<file path="src/core/eip_pkg.sv">
/*
  Constants, register layout and state type of the external interrupt front end.
  Assumes a 32-bit AHB-Lite register bus and one 200 MHz clock.
*/
package eip_pkg;

  // Register indices; byte address is four times the index
  localparam logic [29:0] EIP_CTL_IDX = 30'h0000001f;
  localparam logic [29:0] EIP_OPT_IDX = 30'h00000020;

  // Field positions in ext_irq_control_status
  localparam int unsigned EIP_PIN_EN_BIT = 7;
  localparam int unsigned EIP_PA_EN_BIT = 6;
  localparam int unsigned EIP_PC_EN_BIT = 5;
  localparam int unsigned EIP_ACK_BIT = 4;
  localparam int unsigned EIP_PIN_FLAG_BIT = 3;
  localparam int unsigned EIP_PA_FLAG_BIT = 2;
  localparam int unsigned EIP_PC_FLAG_BIT = 1;

  // Field position in mask_option_register
  localparam int unsigned EIP_LEVEL_BIT = 0;

  // Reset values
  localparam logic EIP_PIN_EN_RST = 1'b1;
  localparam logic EIP_PA_EN_RST = 1'b0;
  localparam logic EIP_PC_EN_RST = 1'b0;
  localparam logic EIP_LEVEL_RST = 1'b0;

  // Service vector pair of the external interrupt
  localparam logic [15:0] EIP_VEC_HI = 16'h3ffa;
  localparam logic [15:0] EIP_VEC_LO = 16'h3ffb;

  // Bus encodings
  localparam int unsigned EIP_HTRANS_ACTIVE_BIT = 1;
  localparam logic EIP_HRESP_OKAY = 1'b0;

  typedef struct packed {
    logic pin_s1;
    logic pin_s2;
    logic pin_prev;
    logic [7:0] pa_s1;
    logic [7:0] pa_s2;
    logic pa_prev;
    logic [7:0] pc_s1;
    logic [7:0] pc_s2;
    logic pc_prev;
    logic pin_request_flag;
    logic porta_request_flag;
    logic portc_request_flag;
    logic pin_request_enable;
    logic porta_request_enable;
    logic portc_request_enable;
    logic level_select;
    logic dp_write;
    logic dp_ctl;
    logic dp_opt;
    logic [31:0] hrdata;
  } eip_state_s;

endpackage : eip_pkg

</file>
<file path="src/core/eip_ext_irq.sv">
/*
  External interrupt front end: one interrupt pin and falling-edge detectors on
  two 8-bit ports merged into one request to the CPU core, with a control/status
  register and an option register on AHB-Lite.
  Assumes the CPU core supplies its interrupt mask, a vector fetch strobe with
  address and a stop/wait strobe, all synchronous to hclk.
*/
// The AHB-Lite register port was left to the implementer.
`timescale 1ns/10ps

// Summary of operation
// - Request to CPU is blocked while the CPU interrupt mask is set.
// - Port sources see only falling edges of the AND of input pins.
// - Pin, port A and port C each latch; merged into one request.
// - Edge-only option: only a pin falling edge sets the pin flag.
// - Level option: a low pin level also sets the pin flag.
// - Each flag raises the request only while its own enable is set.
// - Service address comes from vector pair 3FFA/3FFB.
// - Vector fetch clears the pin latch and flag.
// - Vector fetch leaves port A and port C latches set.
// - Writing one to acknowledge clears all three latches; zero does nothing.
// - Acknowledge bit always reads zero.
// - Flags are read-only; only acknowledge clears them, and vector fetch also clears the pin flag.
// - Control/status register sits at 001F; unused bits read zero.
// - Reset clears flags, sets pin enable, clears port enables.
// - STOP or WAIT forces pin enable to one, port enables unchanged.
// - Pin flag sets only while pin enable is set.
// - Port flags capture falling edges whatever their enables.
// - Request stays asserted while any flag and its enable are set.
// - Branch-on-pin sees the raw pin level only.
// - Pin synchronised to the clock in two stages, then its falling edge latched.
module eip_ext_irq (
  // Clock and reset
  input wire logic hclk,
  input wire logic hresetn,
  // AHB-Lite slave
  input wire logic hsel,
  input wire logic [31:0] haddr,
  input wire logic [1:0] htrans,
  input wire logic hwrite,
  input wire logic [2:0] hsize,
  input wire logic hready,
  input wire logic [31:0] hwdata,
  output logic [31:0] hrdata,
  output logic hreadyout,
  output logic hresp,
  // Interrupt pin and ports
  input wire logic irq_pin_n,
  input wire logic [7:0] porta_in,
  input wire logic [7:0] porta_dir,
  input wire logic [7:0] portc_in,
  input wire logic [7:0] portc_dir,
  // CPU core
  input wire logic cpu_int_mask,
  input wire logic cpu_fetch,
  input wire logic [15:0] cpu_fetch_addr,
  input wire logic cpu_stop_wait,
  output logic ext_irq_request,
  output logic [15:0] ext_irq_vector,
  output logic branch_pin_level
);
  import eip_pkg::*;

  eip_state_s st;
  eip_state_s next_st;

  // Direction bit high marks an output; outputs never take part in the AND
  function automatic logic port_and(input logic [7:0] pins, input logic [7:0] dir);
    port_and = &(pins | dir);
  endfunction : port_and

  function automatic logic addr_hit(input logic [31:0] addr, input logic [29:0] idx);
    addr_hit = (addr[31:2] == idx);
  endfunction : addr_hit

  logic pa_and;
  logic pc_and;
  logic pin_fall;
  logic pin_set;
  logic pa_set;
  logic pc_set;
  logic addr_phase;
  logic ack_now;
  logic ctl_write;
  logic opt_write;
  logic vec_fetch;

  assign pa_and = port_and(st.pa_s2, porta_dir);
  assign pc_and = port_and(st.pc_s2, portc_dir);
  assign pin_fall = st.pin_prev & ~st.pin_s2;
  // Pin events are ignored while the pin enable is clear
  assign pin_set = st.pin_request_enable & (pin_fall | (st.level_select & ~st.pin_s2));
  assign pa_set = st.pa_prev & ~pa_and;
  assign pc_set = st.pc_prev & ~pc_and;
  assign addr_phase = hsel & htrans[EIP_HTRANS_ACTIVE_BIT] & hready;
  assign ctl_write = st.dp_write & st.dp_ctl;
  assign opt_write = st.dp_write & st.dp_opt;
  assign ack_now = ctl_write & hwdata[EIP_ACK_BIT];
  assign vec_fetch = cpu_fetch & ((cpu_fetch_addr == EIP_VEC_HI) | (cpu_fetch_addr == EIP_VEC_LO));

  always_comb begin
    next_st = st;
    // Stage one feeds stage two only; all detection looks at stage two
    next_st.pin_s1 = irq_pin_n;
    next_st.pin_s2 = st.pin_s1;
    next_st.pin_prev = st.pin_s2;
    next_st.pa_s1 = porta_in;
    next_st.pa_s2 = st.pa_s1;
    next_st.pa_prev = pa_and;
    next_st.pc_s1 = portc_in;
    next_st.pc_s2 = st.pc_s1;
    next_st.pc_prev = pc_and;

    // Clears first, sets after, so an event in the clearing cycle survives
    if (ack_now) begin
      next_st.pin_request_flag = 1'b0;
      next_st.porta_request_flag = 1'b0;
      next_st.portc_request_flag = 1'b0;
    end
    if (vec_fetch) begin
      next_st.pin_request_flag = 1'b0;
    end
    if (pin_set) begin
      next_st.pin_request_flag = 1'b1;
    end
    if (pa_set) begin
      next_st.porta_request_flag = 1'b1;
    end
    if (pc_set) begin
      next_st.portc_request_flag = 1'b1;
    end

    // Flag bit positions of the write data are not looked at
    if (ctl_write) begin
      next_st.pin_request_enable = hwdata[EIP_PIN_EN_BIT];
      next_st.porta_request_enable = hwdata[EIP_PA_EN_BIT];
      next_st.portc_request_enable = hwdata[EIP_PC_EN_BIT];
    end
    if (cpu_stop_wait) begin
      next_st.pin_request_enable = 1'b1;
    end
    if (opt_write) begin
      next_st.level_select = hwdata[EIP_LEVEL_BIT];
    end

    // Zero-wait slave: read data is built from the post-write state so a
    // read right behind a write sees the new value
    if (addr_phase) begin
      next_st.dp_write = hwrite;
      next_st.dp_ctl = addr_hit(haddr, EIP_CTL_IDX);
      next_st.dp_opt = addr_hit(haddr, EIP_OPT_IDX);
      next_st.hrdata = 32'h00000000;
      if (!hwrite && addr_hit(haddr, EIP_CTL_IDX)) begin
        next_st.hrdata[EIP_PIN_EN_BIT] = next_st.pin_request_enable;
        next_st.hrdata[EIP_PA_EN_BIT] = next_st.porta_request_enable;
        next_st.hrdata[EIP_PC_EN_BIT] = next_st.portc_request_enable;
        next_st.hrdata[EIP_ACK_BIT] = 1'b0;
        next_st.hrdata[EIP_PIN_FLAG_BIT] = next_st.pin_request_flag;
        next_st.hrdata[EIP_PA_FLAG_BIT] = next_st.porta_request_flag;
        next_st.hrdata[EIP_PC_FLAG_BIT] = next_st.portc_request_flag;
      end else if (!hwrite && addr_hit(haddr, EIP_OPT_IDX)) begin
        next_st.hrdata[EIP_LEVEL_BIT] = next_st.level_select;
      end
    end else if (hready) begin
      next_st.dp_write = 1'b0;
      next_st.dp_ctl = 1'b0;
      next_st.dp_opt = 1'b0;
    end
  end

  always_ff @(posedge hclk or negedge hresetn) begin
    if (!hresetn) begin
      st <= '0;
      // Idle pins sit high; starting high avoids a false edge after reset
      st.pin_s1 <= 1'b1;
      st.pin_s2 <= 1'b1;
      st.pin_prev <= 1'b1;
      st.pa_s1 <= 8'hff;
      st.pa_s2 <= 8'hff;
      st.pa_prev <= 1'b1;
      st.pc_s1 <= 8'hff;
      st.pc_s2 <= 8'hff;
      st.pc_prev <= 1'b1;
      st.pin_request_enable <= EIP_PIN_EN_RST;
      st.porta_request_enable <= EIP_PA_EN_RST;
      st.portc_request_enable <= EIP_PC_EN_RST;
      st.level_select <= EIP_LEVEL_RST;
    end else begin
      st <= next_st;
    end
  end

  // Holds while a flag and its enable stay set, until one is cleared
  assign ext_irq_request = ~cpu_int_mask &
    ((st.pin_request_flag & st.pin_request_enable) |
     (st.porta_request_flag & st.porta_request_enable) |
     (st.portc_request_flag & st.portc_request_enable));
  assign ext_irq_vector = EIP_VEC_HI;
  // Raw pin only; port sources never leak into the branch test
  assign branch_pin_level = st.pin_s2;
  assign hrdata = st.hrdata;
  assign hreadyout = 1'b1;
  assign hresp = EIP_HRESP_OKAY;
endmodule : eip_ext_irq

</file>
<file path="config.mk">
export PLATFORM = sky130hd
export DESIGN_NAME = eip_ext_irq
export DESIGN_NICKNAME = d
export VERILOG_FILES = /design/src/core/eip_pkg.sv /design/src/core/eip_ext_irq.sv
export SDC_FILE = /design/constraint.sdc
export NUM_CORES = 1
export LEC_CHECK = 0
export CAP_MARGIN = 20
export CORE_AREA = 2 2 70 72
export DETAILED_ROUTE_END_ITERATION = 6
export DIE_AREA = 0 0 72 74
export DONT_BUFFER_PORTS = 1
export SKIP_CTS_REPAIR_TIMING = 1
export SLEW_MARGIN = 40
export SYNTH_ARGS = -nofsm -noshare
export SYNTH_HDL_FRONTEND = slang
export SYNTH_SLANG_ARGS = --single-unit
</file>
<file path="constraint.sdc">
create_clock -name hclk -period 3.55 [get_ports hclk]
set_clock_uncertainty 0.1 [all_clocks]
set_input_delay 0.71 -clock hclk [delete_from_list [all_inputs] [get_ports hclk]]
set_output_delay 0.71 -clock hclk [all_outputs]
set_load 0.02 [all_outputs]
</file>
==> flow_summary.json <==
{
  "finalSetupViolCount": 0,
  "floorplan.die.width_um": 72,
  "final_hold_viol_count": 0,
  "nets": 297,
  "synth_area_per_cell_um2": 13.1,
  "grt_use_total_pct": 13.4,
  "crit_path_max_incr_delay_ns": 0.56,
  "finalSetupTns_ns": 0,
  "cp_top_family": "flip-flops",
  "initial_antenna_violation_count": 0,
  "placeableCoreArea_um2": 4600,
  "root_buffer": "sky130_fd_sc_hd__clkbuf_8",
  "critical_path.endpoint_type": "primary output",
  "postSynthRegisterBits": 54,
  "path_class": "reg2out",
  "drtIter0Drc": 32,
  "fp.dieH_um": 74,
  "synth_edf_count": 0,
  "crit_chain": "a222oi_1 > nor2_1",
  "drt_first_pass_iters": 4,
  "power_density_nw_per_um2": 491,
  "synth_area_leaders": "sky130_fd_sc_hd__dfstp_2 (44%), sky130_fd_sc_hd__dfrtp_1 (18%), sky130_fd_sc_hd__buf_4 (17%)",
  "grt_pass1_wl_um": 5270,
  "hold_class": "in2async",
  "slew_headroom_pct": 50.9,
  "route.detailed.vias_per_inst": 5.06,
  "cp.required_ns": 2.74,
  "cts_max_path_buffers": 2,
  "route.antenna.remaining_nets": 0,
  "final_min_period_over_clock_period_pct": 59.1,
  "max_freq_mhz": 477,
  "cp-start-kind": "register",
  "clock_latency_late_sink_ns": 0.30,
  "total_leakage_power_nw": 0.997,
  "maxSlewViolCount": 0,
  "first_global_vias": 1134,
  "wl_um": 3710,
  "async_sr_flop_fraction_pct": 100,
  "cap_viol_max_count": 0,
  "worst_slew_pin_slew_ns": 0.735,
  "largest_fanout_of_any_net_on_the_critical_path": 3,
  "avgRoutedWirePerCell_um": 16.4,
  "post_route_cells_drive_above_1_share_pct": 31.4,
  "synthesis.instances": 172,
  "grt_max_degree": 55,
  "yosys-top-cells-count": "sky130_fd_sc_hd__buf_4 (50), sky130_fd_sc_hd__dfstp_2 (38), sky130_fd_sc_hd__dfrtp_1 (16)",
  "synthFlopType": "sky130_fd_sc_hd__dfstp_2",
  "rsz_0062_raised_after_global_routing": "false",
  "hpwlAfterDp_um": 2910,
  "clkSinkCount": 54,
  "synth_largest_area_cell": "sky130_fd_sc_hd__dfstp_2",
  "clk_transition_reported_paths_ns": 0.09,
  "grt.overflow.total": 0,
  "final.setup.worst_slack_ns": 1.45,
  "synth_top_cell_area_share_pct": 44.2,
  "worst_path_max_delay_cell": "sky130_fd_sc_hd__dfstp_2",
  "numCtsBuffers": 5,
  "reg2regPathDepth": 4,
  "outcome": "completed",
  "place_ws_ns": 1.20,
  "tritoncts": "built",
  "timing.critical_path.arrival_ns": 1.29,
  "place_congestion": 0.797,
  "syn_to_layout_area_delta_pct": -2.05,
  "num_vias": 1144,
  "num_antenna_cells": 0,
  "synth.most_common_cell": "sky130_fd_sc_hd__buf_4",
  "boundaryPins": 178,
  "placement.io_buffers": 0,
  "synth.distinct_cells": 29,
  "vdd_ir_max_uv": 314,
  "worst-path-buf-inv": 0,
  "number_of_placement_rows": 25,
  "ctsHtreeMaxLevel": 2,
  "ys.warnings.count": 0,
  "path_depth": 2,
  "die_area_um2": 5330,
  "netlist_area_um2": 2260,
  "drc": 0,
  "synth-seq-area-share_pct": 61.9,
  "finalWorstPathRequiredPeriod_ns": 2.10,
  "start_util_pct": 49.2
}
[routing by layer]
metal / GRT usage [%] / vias to the layer above / wire (um)
met5: 0 / - / 0
met4: 4.40 / 0 / 15
met3: 6.23 / 3 / 364
met2: 22.9 / 78 / 2060
li1: - / 502 / -
met1: 14.9 / 561 / 1270
[kinds of logic after synthesis]
logic type             synth area share [%]
AO/OA/AOI/OAI                          7.91
flip-flops                             61.9
other                                 0.332
multiplexers                           1.44
AND/OR/NAND/NOR                        10.5
buffers and inverters                  17.9
[sequential cells by signal, summed over array words and instances (netlist names)]
| signal | flops |
|---|---|
| next_st | 17 |
| branch_pin_level | 1 |
| hrdata | 7 |
| st | 29 |
[cells in the final DEF (no fill, tap or decap)]
cell,n
sky130_fd_sc_hd__conb_1,43
sky130_fd_sc_hd__dfstp_2,38
sky130_fd_sc_hd__dfrtp_1,16
sky130_fd_sc_hd__o22ai_1,11
sky130_fd_sc_hd__inv_1,8
sky130_fd_sc_hd__a22o_1,8
sky130_fd_sc_hd__clkbuf_8,6
sky130_fd_sc_hd__nand2_1,5
sky130_fd_sc_hd__nor2_1,4
sky130_fd_sc_hd__nor4_1,4
sky130_fd_sc_hd__nand3_1,3
sky130_fd_sc_hd__or4_1,3
sky130_fd_sc_hd__nand4_1,2
sky130_fd_sc_hd__nand4b_1,2
sky130_fd_sc_hd__mux2_2,2
sky130_fd_sc_hd__o211ai_1,1
sky130_fd_sc_hd__o21ai_0,1
sky130_fd_sc_hd__a222oi_1,1
sky130_fd_sc_hd__and3_1,1
sky130_fd_sc_hd__a211o_1,1
sky130_fd_sc_hd__mux2i_1,1
sky130_fd_sc_hd__nor3_2,1
sky130_fd_sc_hd__nand4b_4,1
sky130_fd_sc_hd__and4b_1,1
sky130_fd_sc_hd__or4_4,1
sky130_fd_sc_hd__nor4_4,1
sky130_fd_sc_hd__nand4_2,1
sky130_fd_sc_hd__nor3_4,1
sky130_fd_sc_hd__o41ai_1,1
sky130_fd_sc_hd__inv_6,1
sky130_fd_sc_hd__inv_4,1
sky130_fd_sc_hd__dlygate4sd3_1,1
[where the power goes]
part           internal, mW  switching, mW  total [mW]
sequential            0.658         0.0101       0.668
clock                 0.161          0.189       0.350
combinational        0.0125         0.0551      0.0676
total                 0.832          0.254        1.09
[worst paths after layout]
path / startpoint / endpoint / slack [ns]
min reg2reg: next_st[63]$_DFF_PN1_ / st[63]$_DFF_PN1_ / 0.26
min in group hclk: next_st[63]$_DFF_PN1_ / st[63]$_DFF_PN1_ / 0.26
max: st[38]$_DFF_PN1_ / ext_irq_request / 1.45
max in group asynchronous: hresetn / hrdata[2]$_DFFE_PN0P_ / 2.07
max reg2reg: st[43]$_DFF_PN1_ / hrdata[1]$_DFFE_PN0P_ / 1.80
min: hresetn / next_st[49]$_DFF_PN1_ / 0.15
[through the flow]
| step | instance area [um^2] | hold WS, ns | instances | utilization [%] | power (mW) |
|---|---|---|---|---|---|
| after floorplan | 2410 | 0.245 | 213 | - | 0.771 |
| after global placement | 2110 | 0.246 | 217 | 45.8 | 0.740 |
| after detailed placement | 2110 | 0.247 | 217 | 45.8 | 0.742 |
| after CTS | 2200 | -0.0203 | 225 | 47.9 | 1.10 |
| after global routing | 2210 | 0.113 | 226 | 48.2 | 1.14 |
| final | 2210 | 0.145 | 226 | 48.2 | 1.09 |
[area by class of cell]
class	instances	area, um^2
fillers	413	2380
flip-flops and latches	54	1400
multi-input cells	101	611
clock buffers	6	82.6
well taps	54	67.6
inverters	8	30.0
clock inverters	2	15.0
repair buffers	1	10.0
(Power assumes the default switching activity.)
